===== src/abx_pkg.sv =====
// Package: encodings, widths and constants for the arithmetic/bit/branch executor
package abx_pkg;
  localparam int DATA_W = 8;
  localparam int FADDR_W = 7;
  localparam int PC_W = 15;
  localparam int INSTR_W = 14;
  localparam int OFFS_W = 9;
  localparam int BITSEL_W = 3;
  // Opcode fields (upper bits of the 14-bit word)
  localparam logic [5:0] OP_ADD_WORK_TO_REG = 6'h07;
  localparam logic [5:0] OP_ADD_WORK_CARRY_TO_REG = 6'h3D;
  localparam logic [5:0] OP_ARITH_SHIFT_RIGHT = 6'h37;
  localparam logic [3:0] OP_BIT_CLEAR = 4'h4;
  localparam logic [3:0] OP_SKIP_IF_BIT_CLEAR = 4'h6;
  localparam logic [4:0] OP_RELATIVE_BRANCH = 5'h19;
  localparam logic [PC_W-1:0] PC_RESET = 15'h0000;
  localparam logic [PC_W-1:0] PC_ONE = 15'h0001;
  localparam logic [DATA_W-1:0] ZERO_BYTE = 8'h00;
  localparam logic [3:0] NIBBLE_MAX = 4'hF;
  // Field positions
  localparam int DEST_BIT = 7;
  localparam int BITSEL_LSB = 7;
  localparam int MSB_POS = 7;
  // Cycle counts
  localparam int SINGLE_CYCLES = 1;
  localparam int FLUSH_CYCLES = 2;
  typedef enum logic [2:0] {
    ABX_NONE, ABX_ADD, ABX_ADDC, ABX_ASR, ABX_BCLR, ABX_SKIPC, ABX_BRA
  } abx_kind_t;
endpackage


===== src/abx_alu.sv =====
// Arithmetic unit: adds with carry and digit carry, shift, bit clear
`timescale 1ns/1ps
module abx_alu (
  input wire logic [7:0] work,
  input wire logic [7:0] operand,
  input wire logic carry_in,
  input wire abx_pkg::abx_kind_t kind,
  input wire logic [2:0] bit_sel,
  output logic [7:0] result,
  output logic carry_out,
  output logic digit_carry_out,
  output logic zero_out
);
  // ------------------------------------------------------------
  // Adders
  // ------------------------------------------------------------
  wire logic cin;
  wire logic [4:0] low_sum;
  wire logic [8:0] full_sum;
  wire logic [7:0] clr_mask;
  assign cin = (kind == abx_pkg::ABX_ADDC) ? carry_in : 1'b0;
  // Low nibble sum gives the digit carry
  assign low_sum = {1'b0, work[3:0]} + {1'b0, operand[3:0]} + {4'h0, cin};
  assign full_sum = {1'b0, work} + {1'b0, operand} + {8'h00, cin};
  assign clr_mask = ~(8'h01 << bit_sel);

  // ------------------------------------------------------------
  // Result select
  // ------------------------------------------------------------
  always_comb
  begin
    result = operand;
    carry_out = carry_in;
    digit_carry_out = 1'b0;
    case (kind)
      abx_pkg::ABX_ADD, abx_pkg::ABX_ADDC:
      begin
        result = full_sum[7:0]; // [RQ1] [RQ2]
        carry_out = full_sum[8];
        digit_carry_out = low_sum[4];
      end
      abx_pkg::ABX_ASR:
      begin
        result = {operand[abx_pkg::MSB_POS], operand[7:1]}; // [RQ3]
        carry_out = operand[0];
      end
      abx_pkg::ABX_BCLR:
        result = operand & clr_mask; // [RQ4]
      default:
        result = operand;
    endcase
  end
  assign zero_out = (result == abx_pkg::ZERO_BYTE);
endmodule


===== src/abx_exec.sv =====
// Executor for add, add-with-carry, shift, bit clear, skip and relative branch
`timescale 1ns/1ps
// Notes on behaviour
// RQ1: Add work and location; destination bit selects target
// RQ2: Add work, location, carry; same destination choice
// RQ3: Shift right keeping msb; bit0 into carry
// RQ4: Clear chosen bit; flags untouched
// RQ5: Bit zero discards next instruction, two cycles
// RQ6: Branch to address plus one plus offset
// RQ7: Branch takes two cycles
// RQ8: Program counter change adds a no-operation cycle
// RQ9: Non-branching operations finish in one cycle
module abx_exec (
  input wire logic sys_clk,
  input wire logic sys_rst,
  input wire logic [13:0] instr,
  input wire logic instr_valid,
  input wire logic [7:0] file_rdata,
  output logic [6:0] file_addr_q,
  output logic [7:0] file_wdata_q,
  output logic file_we_q,
  output logic [7:0] work_q,
  output logic carry_q,
  output logic digit_carry_flag_q,
  output logic zero_q,
  output logic [14:0] program_counter_q,
  output logic flush_q
);
  // ------------------------------------------------------------
  // Decode
  // ------------------------------------------------------------
  abx_pkg::abx_kind_t kind;
  wire logic live;
  wire logic dest_reg;
  wire logic [2:0] bit_sel;
  wire logic [8:0] offset;
  wire logic [7:0] alu_res;
  wire logic alu_c;
  wire logic alu_dc;
  wire logic alu_z;
  wire logic bit_is_zero;
  wire logic [14:0] pc_inc;
  wire logic [14:0] pc_branch;
  // An instruction arriving in the flush cycle executes as a no-operation
  assign live = instr_valid && !flush_q; // [RQ8]
  always_comb
  begin
    kind = abx_pkg::ABX_NONE;
    if (!live)
      kind = abx_pkg::ABX_NONE;
    else if (instr[13:8] == abx_pkg::OP_ADD_WORK_TO_REG)
      kind = abx_pkg::ABX_ADD;
    else if (instr[13:8] == abx_pkg::OP_ADD_WORK_CARRY_TO_REG)
      kind = abx_pkg::ABX_ADDC;
    else if (instr[13:8] == abx_pkg::OP_ARITH_SHIFT_RIGHT)
      kind = abx_pkg::ABX_ASR;
    else if (instr[13:10] == abx_pkg::OP_BIT_CLEAR)
      kind = abx_pkg::ABX_BCLR;
    else if (instr[13:10] == abx_pkg::OP_SKIP_IF_BIT_CLEAR)
      kind = abx_pkg::ABX_SKIPC;
    else if (instr[13:9] == abx_pkg::OP_RELATIVE_BRANCH)
      kind = abx_pkg::ABX_BRA;
    else
      kind = abx_pkg::ABX_NONE;
  end
  assign dest_reg = instr[abx_pkg::DEST_BIT];
  assign bit_sel = instr[abx_pkg::BITSEL_LSB +: abx_pkg::BITSEL_W];
  assign offset = instr[8:0];
  assign bit_is_zero = !file_rdata[bit_sel];
  // Program counter still holds the branch's own address when it executes
  assign pc_inc = program_counter_q + abx_pkg::PC_ONE;
  assign pc_branch = pc_inc + {{6{offset[8]}}, offset}; // [RQ6]

  abx_alu u_alu (
    .work(work_q),
    .operand(file_rdata),
    .carry_in(carry_q),
    .kind(kind),
    .bit_sel(bit_sel),
    .result(alu_res),
    .carry_out(alu_c),
    .digit_carry_out(alu_dc),
    .zero_out(alu_z)
  );

  wire logic is_arith;
  wire logic writes_reg;
  wire logic takes_flush;
  assign is_arith = (kind == abx_pkg::ABX_ADD) || (kind == abx_pkg::ABX_ADDC)
    || (kind == abx_pkg::ABX_ASR);
  assign writes_reg = (is_arith && dest_reg) || (kind == abx_pkg::ABX_BCLR);
  // Taken skip and branch both burn the next slot
  assign takes_flush = (kind == abx_pkg::ABX_BRA)
    || ((kind == abx_pkg::ABX_SKIPC) && bit_is_zero); // [RQ5] [RQ7]

  // ------------------------------------------------------------
  // State update, one instruction per cycle
  // ------------------------------------------------------------
  always_ff @(posedge sys_clk or posedge sys_rst)
  begin
    if (sys_rst)
    begin
      work_q <= abx_pkg::ZERO_BYTE;
      carry_q <= 1'b0;
      digit_carry_flag_q <= 1'b0;
      zero_q <= 1'b0;
      file_addr_q <= 7'h00;
      file_wdata_q <= abx_pkg::ZERO_BYTE;
      file_we_q <= 1'b0;
      program_counter_q <= abx_pkg::PC_RESET;
      flush_q <= 1'b0;
    end
    else
    begin
      file_we_q <= writes_reg; // [RQ1] [RQ9]
      file_addr_q <= instr[6:0];
      file_wdata_q <= alu_res;
      flush_q <= takes_flush; // [RQ8]
      if (is_arith && !dest_reg)
        work_q <= alu_res;
      if (is_arith)
      begin
        carry_q <= alu_c; // [RQ3]
        zero_q <= alu_z;
      end
      if ((kind == abx_pkg::ABX_ADD) || (kind == abx_pkg::ABX_ADDC))
        digit_carry_flag_q <= alu_dc; // [RQ2]
      if (instr_valid)
        program_counter_q <= (kind == abx_pkg::ABX_BRA) ? pc_branch : pc_inc;
    end
  end

  // ------------------------------------------------------------
  // Checks on arithmetic, shift and bit clear
  // ------------------------------------------------------------
  // Add to work leaves the file untouched
  add_dest_a: assert property (@(posedge sys_clk) disable iff (sys_rst) // [RQ1]
    (kind == abx_pkg::ABX_ADD && !dest_reg) |=>
      (work_q == 8'($past(work_q) + $past(file_rdata)) && !file_we_q))
    else $error("add to work wrong");
  // Flags recomputed from the operands, not read back from the adder
  add_flags_a: assert property (@(posedge sys_clk) disable iff (sys_rst) // [RQ1]
    (kind == abx_pkg::ABX_ADD) |=>
      (carry_q == (({1'b0, $past(work_q)} + {1'b0, $past(file_rdata)}) > 9'h0FF)
      && digit_carry_flag_q == (({1'b0, $past(work_q[3:0])}
        + {1'b0, $past(file_rdata[3:0])}) > {1'b0, abx_pkg::NIBBLE_MAX})
      && zero_q == (8'($past(work_q) + $past(file_rdata)) == abx_pkg::ZERO_BYTE)))
    else $error("add flags wrong");
  // Carry in from the flag; the ninth bit must land in carry
  addc_carry_a: assert property (@(posedge sys_clk) disable iff (sys_rst) // [RQ2]
    (kind == abx_pkg::ABX_ADDC && dest_reg) |=>
      ({carry_q, file_wdata_q} == {1'b0, $past(work_q)} + {1'b0, $past(file_rdata)}
        + {8'h00, $past(carry_q)}) && file_we_q)
    else $error("add with carry wrong");
  // Result to work, file write held off
  addc_work_a: assert property (@(posedge sys_clk) disable iff (sys_rst) // [RQ2]
    (kind == abx_pkg::ABX_ADDC && !dest_reg) |=>
      (work_q == 8'($past(work_q) + $past(file_rdata) + {7'h00, $past(carry_q)})
      && !file_we_q))
    else $error("add with carry to work wrong");
  // Msb kept, low bit leaves through carry
  asr_shape_a: assert property (@(posedge sys_clk) disable iff (sys_rst) // [RQ3]
    (kind == abx_pkg::ABX_ASR) |=> (carry_q == $past(file_rdata[0])
      && file_wdata_q[7] == $past(file_rdata[7])))
    else $error("shift wrong");
  // Shift back to the file keeps work as it was
  asr_dest_a: assert property (@(posedge sys_clk) disable iff (sys_rst) // [RQ3]
    (kind == abx_pkg::ABX_ASR && dest_reg) |=> (file_we_q && $stable(work_q)
      && file_wdata_q[6:0] == $past(file_rdata[7:1])))
    else $error("shift to file wrong");
  // Flags must survive a bit clear
  bclr_flags_a: assert property (@(posedge sys_clk) disable iff (sys_rst) // [RQ4]
    (kind == abx_pkg::ABX_BCLR) |=> (file_we_q && $stable(carry_q) && $stable(zero_q)
      && !file_wdata_q[$past(bit_sel)]))
    else $error("bit clear wrong");
  // Write goes back to the location that was read
  bclr_addr_a: assert property (@(posedge sys_clk) disable iff (sys_rst) // [RQ4]
    (kind == abx_pkg::ABX_BCLR) |=> (file_addr_q == $past(instr[6:0])
      && $stable(work_q) && $stable(digit_carry_flag_q)))
    else $error("bit clear address wrong");
  // No stall for straight-line work
  single_cycle_a: assert property (@(posedge sys_clk) disable iff (sys_rst) // [RQ9]
    (is_arith || kind == abx_pkg::ABX_BCLR) |=> !flush_q)
    else $error("single cycle op stalled");

  // ------------------------------------------------------------
  // Checks on skip, branch and the discarded slot
  // ------------------------------------------------------------
  // Target is relative to the already advanced counter
  branch_target_a: assert property (@(posedge sys_clk) disable iff (sys_rst) // [RQ6]
    (kind == abx_pkg::ABX_BRA) |=> (program_counter_q == $past(pc_branch)))
    else $error("branch target wrong");
  // Exactly one slot is burnt, never two
  branch_flush_a: assert property (@(posedge sys_clk) disable iff (sys_rst) // [RQ7]
    (kind == abx_pkg::ABX_BRA) |=> flush_q ##1 !flush_q)
    else $error("branch did not flush one slot");
  // Branch touches neither work, file nor flags
  branch_flags_a: assert property (@(posedge sys_clk) disable iff (sys_rst) // [RQ6]
    (kind == abx_pkg::ABX_BRA) |=> (!file_we_q && $stable(work_q) && $stable(carry_q)
      && $stable(digit_carry_flag_q) && $stable(zero_q)))
    else $error("branch changed state");
  // Clear bit means the next slot is thrown away
  skip_taken_a: assert property (@(posedge sys_clk) disable iff (sys_rst) // [RQ5]
    (kind == abx_pkg::ABX_SKIPC && bit_is_zero) |=> flush_q)
    else $error("skip not taken");
  // Set bit lets the next instruction run
  skip_not_a: assert property (@(posedge sys_clk) disable iff (sys_rst) // [RQ5]
    (kind == abx_pkg::ABX_SKIPC && !bit_is_zero) |=> !flush_q)
    else $error("skip taken on set bit");
  // A skip only tests; nothing is written
  skip_flags_a: assert property (@(posedge sys_clk) disable iff (sys_rst) // [RQ5]
    (kind == abx_pkg::ABX_SKIPC) |=> (!file_we_q && $stable(work_q) && $stable(carry_q)
      && $stable(digit_carry_flag_q) && $stable(zero_q)))
    else $error("skip changed state");
  // Discarded slot behaves as a no-operation
  flush_nop_a: assert property (@(posedge sys_clk) disable iff (sys_rst) // [RQ8]
    flush_q |=> (!file_we_q && $stable(work_q) && $stable(carry_q)))
    else $error("flush cycle did work");
  // A discarded slot still moves the counter by one
  flush_pc_a: assert property (@(posedge sys_clk) disable iff (sys_rst) // [RQ8]
    (flush_q && instr_valid) |=>
      (program_counter_q == 15'($past(program_counter_q) + abx_pkg::PC_ONE)))
    else $error("flush slot lost its count");
endmodule


===== config.mk =====
export PLATFORM = sky130hd
export DESIGN_NAME = abx_exec
export DESIGN_NICKNAME = d
export VERILOG_FILES = /design/src/abx_pkg.sv /design/src/abx_alu.sv /design/src/abx_exec.sv
export SDC_FILE = /design/constraint.sdc
export NUM_CORES = 1
export LEC_CHECK = 0
export ABC_AREA = 1
export BUFFER_PORTS_ARGS = -buffer_cell sky130_fd_sc_hd__buf_2
export CAP_MARGIN = 20
export CORE_ASPECT_RATIO = 0.6
export CORE_UTILIZATION = 56
export DETAILED_ROUTE_END_ITERATION = 6
export PLACE_DENSITY_LB_ADDON = 0.15
export SLEW_MARGIN = 20
export SYNTH_ARGS = -nofsm -noshare
export SYNTH_HDL_FRONTEND = slang
export SYNTH_SLANG_ARGS = --single-unit

===== constraint.sdc =====
create_clock -name sys_clk -period 3 [get_ports sys_clk]
set_clock_uncertainty 0.1 [all_clocks]
set_input_delay 0.6 -clock sys_clk [delete_from_list [all_inputs] [get_ports sys_clk]]
set_output_delay 0.6 -clock sys_clk [all_outputs]
set_load 0.1 [all_outputs]

==> results of run 1 <==
## path summary, 6_finish.rpt
kind	to	cells after the start	slack, ps	startpoint
setup / recovery	program_counter_q[13]	15	90	program_counter_q[0]
setup reg to reg	program_counter_q[13]	15	90	program_counter_q[0]
max in group asynchronous	program_counter_q[1]	3	1820	sys_rst
min in group sys_clk	file_addr_q[6]	1	320	instr[6]
hold reg to reg	zero_q	2	440	zero_q
hold / removal	file_wdata_q[6]	2	230	sys_rst
## placed cells by master (no fill, tap or decap), drive strengths merged
cell    instances
a211oi          3
a21o            1
a21oi          37
a22oi           3
a31oi           5
buf           105
bufinv          1
clkbuf          5
clkinv          4
dfrtp          43
fa              3
ha             22
inv            81
nand2         103
nand3          33
nand3b          3
nand4          12
nor2           33
nor3           15
o211ai          2
o21ai          50
o21bai          4
o22a            1
o22ai           4
or2             2
xnor2           6
xor2           13
## synth_stat cells, types with 2 or more instances
cell,instances
inv_2,9
dfrtp_1,43
ha_1,22
a211oi_1,3
nand3_2,3
a21oi_1,37
nor2_2,7
nand4_2,2
nand3_1,29
a31oi_1,5
nand2_4,2
nor2_4,2
nor3_2,3
or2_2,2
o21ai_0,44
xor2_1,13
nand2_1,94
inv_1,74
o22ai_1,4
nand3b_1,3
a22oi_1,3
nor3_1,12
nor2_1,23
nand4_1,10
fa_1,3
o21ai_1,6
xnor2_1,6
o21bai_1,4
nand2_2,7
buf_2,2
## power by group through the flow
stage | combinational, uW | sequential [uW] | clock (uW)
2_1_floorplan | 793 | 1640 | 0
3_3_place_gp | 2030 | 817 | 0
3_5_place_dp | 2070 | 821 | 0
4_1_cts | 2090 | 810 | 480
5_1_grt | 2320 | 837 | 510
6_report | 2160 | 824 | 477
## layer usage
metal,GRT usage,vias up
li1,-,1830
met1,0.484,1774
met2,0.482,210
met3,0.104,23
met4,0.0696,0
met5,0,-
## flip-flops by register name (all words and copies together) (netlist names)
name,cells
program_counter_q,15
file_wdata_q,8
zero_q,1
file_we_q,1
work_q,8
carry_q,1
digit_carry_flag_q,1
file_addr_q,7
flush_q,1
## layout make-up
type                       count  area share
clock buffer                   5      0.0152
timing repair buffer         105       0.144
inverter                      83      0.0718
clock inverter                 3     0.00970
sequential                    43       0.241
tap                           80      0.0222
multi-input combinational    355       0.496
## stage by stage
step                      hold slack (ps)   util
final                                 225  0.778
after global routing                  283  0.778
after CTS                             251  0.751
after global placement                393  0.722
after detailed placement              399  0.722
after floorplan                       531      -
## kinds of logic (layout without fill, tap and decap cells)
logic type,after synthesis,in the layout,share of synthesized area
AO/OA/AOI/OAI,110,110,0.171
XOR/XNOR,19,19,0.0472
adder cells (fa/ha/maj),25,25,0.0951
buffers and inverters,89,196,0.0987
flip-flops,43,43,0.305
AND/OR/NAND/NOR,201,201,0.283
## repair_timing
item	in CTS	in global routing
buffers inserted	5	4
resized for setup	6	30
pin swaps	12	24
setup endpoints to repair	2	13
==> flow_metrics.tcl, run 1 <==
set metrics [dict create \
    status "complete, no violations" \
    dp_hpwl_mm 8.40 \
    synth_flop_cell "dfrtp_1" \
    dr_wl_met3_mm 1.27 \
    cpMaxStageDelayCell "dfrtp_2" \
    cpLargestDelayFamily "simple AND/OR/NAND/NOR gates" \
    combPwrFrac 0.625 \
    synth_edf_count 0 \
    grt_pass1_wl_mm 17.2 \
    yosysUniqueCellTypes 40 \
    cp_cell_sequence "ha_2 -> nand4_1 -> buf_4 -> nor3_4 -> xor2_1 -> ha_1 -> nand2_1 -> nor2_1 -> nand2_1 -> nand4_1 -> nand2_1 -> nand2_1 -> a21oi_1 -> o21ai_1 -> a22oi_1" \
    wl_per_cell_microns 15.9 \
    intPower_uw 1500 \
    setup_viol 0 \
    nFillCells 458 \
    period_share 0.971 \
    startpoint_type "flop" \
    syn_area_sq_mm 0.00353 \
    final_area_sq_mm 0.00452 \
    totalPowerFinal_uw 3460 \
    min_path_type "in -> async" \
    worstMarginPinSlew_ps 771 \
    dr.max_layer_used "met4" \
    grt_use_total 0.333 \
    cp.buffers_inverters 1 \
    cts_tree "built" \
    cts_buffers 5 \
    antenna_cells 0 \
    clock-sinks 43 \
    p_sw_frac 0.566 \
    placed_area_sq_mm 0.00419 \
    grt_antenna_before_repair 0 \
    critPathCaptureType "flop" \
    clk_pin_slew_worst_paths_ps 100 \
    multi_input_area_sq_mm 0.00224 \
    h-tree-depth 2 \
    dp.cells 657 \
    wl_met2_mm 4.36 \
    synth-seq-cells 43 \
    clk_latency_ps 310 \
    nets 643 \
    io_pins 68 \
    hold_viol 0 \
    ys_async_sr_fraction 1.00 \
    fin_cells 674 \
    pre_cts_slack_ps -454 \
    std_cell_rows 21 \
    p_per_area_mw_per_mm2 767 \
    p_clk_frac 0.138 \
    yosysSeqAreaShare 0.305 \
    via_count 3837 \
    critPathArrivalTime_ps 3040 \
    drive_gt1_frac 0.318 \
    ant_nets 0 \
    clock.fmax_mhz 343 \
    drt-met1-wl_mm 4.96 \
    synth_top_area_cell "dfrtp_1" \
    drt_iter0_drc 364 \
    drv_cap 0 \
    p_leak_uw 0.00239 \
    syn-num-nets 537 \
    cp.required_ps 3130 \
    numPortBuffers 67 \
    vias_per_cell 5.69 \
    dieArea_sq_mm 0.00663 \
    cts_buffer_depth 2 \
    grt_setup_unrepaired "true" \
    ys_warn_count 0 \
    drv_slew 0 \
    period_needed_ps 2910 \
    start_util 0.607 \
    peakVddDrop_uv 783 \
    routed_wl_mm 10.7 \
    grt_pass1_vias 3525 \
    max_stage_delay_ps 430 \
    setup_slack_ps 87.4 \
    yosysTopAreaCellShare 0.305 \
    grt_max_degree 24 \
    critPathMaxFanout 5 \
    power.switching_uw 1960 \
    maxSlewHeadroom 0.483 \
    die-height_microns 63.5 \
    syn-mean-instance-area_sq_um 7.24 \
    tns_ps 0 \
    die_x_microns 104 \
    syn2layout_area_growth_pct 28.1 \
    drc 0 \
    path_common_cell "nand2_1" \
    gr-total-overflow 0 \
    seq_area_sq_mm 0.00109 \
    first_pass_iters 5 \
    seqPwrFrac 0.238 \
    crit_type "reg -> reg" \
    core_sq_mm 0.00581 \
    clockRootBuffer "clkbuf_8" \
    gp_congestion 0.987 \
    synth_area_leaders "dfrtp_1 (31%), nand2_1 (10%), inv_1 (7.9%), ha_1 (7.8%), o21ai_0 (6.2%)" \
    synth_cells 487 \
    ctsHoldBuffers 0 \
]
Note: power is estimated with default switching activity, not from simulation.
==> inputs of run 2 (changes only) <==
--- a/config.mk
+++ b/config.mk
@@ -9,8 +9,9 @@
 export BUFFER_PORTS_ARGS = -buffer_cell sky130_fd_sc_hd__buf_2
 export CAP_MARGIN = 20
 export CORE_ASPECT_RATIO = 0.6
-export CORE_UTILIZATION = 56
+export CORE_UTILIZATION = 52
 export DETAILED_ROUTE_END_ITERATION = 6
+export MAX_ROUTING_LAYER = met4
 export PLACE_DENSITY_LB_ADDON = 0.15
 export SLEW_MARGIN = 20
 export SYNTH_ARGS = -nofsm -noshare
==> run 2 against run 1 <==
  * Sequential share of layout area is 0.50 points lower
  * Largest cell class unchanged
  * Highest routed layer unchanged
  * Setup slack got worse by 7.8 ps
  * Total power grew 4.7%
  * Routed wire length fell by 1.1%
  * Flip-flop and latch count is the same
==> flow_metrics.tcl, run 2 (synthesis gave the netlist of run 1 again) <==
set metrics [dict create \
    ctsHoldBuffers 0 \
    grt_pass1_wl_mm 16.5 \
    grt_antenna_before_repair 0 \
    std_cell_rows 22 \
    p_per_area_mw_per_mm2 787 \
    h-tree-depth 2 \
    min_path_type "in -> async" \
    cp.required_ps 3050 \
    top_register "program_counter_q" \
    io_pins 68 \
    drv_slew 0 \
    period_needed_ps 2920 \
    clock-sinks 43 \
    drv_cap 0 \
    core_sq_mm 0.00633 \
    critPathCaptureType "flop" \
    first_pass_iters 5 \
    p_leak_uw 0.00242 \
    start_util 0.557 \
    cpLargestDelayFamily "compound AO/OA/AOI/OAI gates" \
    drive_gt1_frac 0.322 \
    tns_ps 0 \
    cts_tree "built" \
    critPathArrivalTime_ps 2970 \
    cp_cell_sequence "ha_4 -> nand4_1 -> o21ai_0 -> inv_1 -> ha_1 -> nand2_1 -> o21ai_0 -> nand2_1 -> nand4_1 -> nand2_1 -> nand2_1 -> a21oi_1 -> o21ai_1 -> a22oi_1" \
    drt_iter0_drc 380 \
    final_cell_mix "nand2_1 (89), inv_1 (71), buf_2 (64)" \
    status "complete, no violations" \
    seq_area_sq_mm 0.00109 \
    numPortBuffers 67 \
    drc 0 \
    wl_per_cell_microns 15.8 \
    ant_nets 0 \
    clockRootBuffer "clkbuf_16" \
    setup_slack_ps 79.6 \
    syn2layout_area_growth_pct 30.8 \
    vias_per_cell 5.65 \
    crit_type "reg -> reg" \
    clk_latency_ps 290 \
    nets 639 \
    largest_register_ffs 15 \
    path_common_cell "nand2_1" \
    max_stage_delay_ps 430 \
    peakVddDrop_uv 668 \
    routed_wl_mm 10.6 \
    gp_congestion 0.946 \
    via_count 3807 \
    nFillCells 523 \
    antenna_cells 0 \
    gr-total-overflow 0 \
    grt_pass1_vias 3364 \
    die-height_microns 65.8 \
    maxSlewHeadroom 0.618 \
    clk_pin_slew_worst_paths_ps 80 \
    layout_commonest_cell "nand2_1" \
    cpMaxStageDelayCell "dfrtp_2" \
    grt_max_degree 44 \
    die_x_microns 108 \
    cp.buffers_inverters 1 \
    setup_viol 0 \
    worstMarginPinSlew_ps 572 \
    period_share 0.973 \
    clock.fmax_mhz 342 \
    critPathMaxFanout 5 \
    fin_cells 674 \
    grt_setup_unrepaired "true" \
    hold_viol 0 \
    pre_cts_slack_ps -345 \
    dp.cells 661 \
    dieArea_sq_mm 0.00712 \
    startpoint_type "flop" \
    largestRegisters "program_counter_q: 15 flops, file_wdata_q: 8 flops, work_q: 8 flops" \
    cts_buffer_depth 2 \
    grt_use_total 0.312 \
    cts_buffers 5 \
    dp_hpwl_mm 8.01 \
    multi_input_area_sq_mm 0.00232 \
]
==> run 2: power by group <==
group          switching [uW]  leakage (uW)  internal, uW
sequential                128      0.000508           700
combinational            1590       0.00183           565
clock                     247     0.0000838           394
==> run 2: per-layer routing <==
| metal | routed length [microns] | part of all wire | vias to the layer above | track usage |
|---|---|---|---|---|
| li1 | - | - | 1819 | - |
| met2 | 4380 | 0.41 | 198 | 0.446 |
| met4 | 189 | 0.018 | 0 | 0.0524 |
| met3 | 1110 | 0.10 | 27 | 0.0650 |
| met1 | 4940 | 0.47 | 1763 | 0.459 |
| met5 | 0 | 0 | - | - |
==> run 2: path summary, 6_finish.rpt <==
check	from	endpoint	slack, ps	depth (start not counted)
setup reg to reg	program_counter_q[0]	program_counter_q[13]	80	14
max in group asynchronous	sys_rst	flush_q	2020	3
setup / recovery	program_counter_q[0]	program_counter_q[13]	80	14
hold reg to reg	work_q[0]	work_q[0]	420	2
hold / removal	sys_rst	file_wdata_q[7]	340	3
min in group sys_clk	instr[5]	file_addr_q[5]	350	1
==> run 2: final cells by class <==
cell class | instances | share of cell area
inverter | 83 | 0.0692
timing repair buffer | 101 | 0.133
clock buffer | 5 | 0.0271
sequential | 43 | 0.236
tap | 84 | 0.0228
clock inverter | 3 | 0.00950
multi-input combinational | 355 | 0.502
==> run 2: timing repair <==
action | CTS | global route
buffers inserted | 0 | 5
pin swaps | 1 | 26
gates resized for setup | 0 | 49
endpoints found under the setup margin | 1 | 11
==> run 2: worst register-to-register path, stage by stage (launching register included) <==
cell and delay [ps]:
dfrtp_2 430, ha_4 160, nand4_1 250, o21ai_0 300, inv_1 70, ha_1 370, nand2_1 90, o21ai_0 370
nand2_1 140, nand4_1 160, nand2_1 70, nand2_1 70, a21oi_1 60, o21ai_1 80, a22oi_1 80
==> run 2: per-stage QoR <==
stage	area, sq um	power [uW]	hold WS, ps	util
floorplan	3570	2430	531	-
finish	4610	3630	335	0.728
CTS	4350	3510	344	0.687
global route	4610	3820	342	0.728
detailed placement	4180	2880	405	0.661
global placement	4180	2830	395	0.661
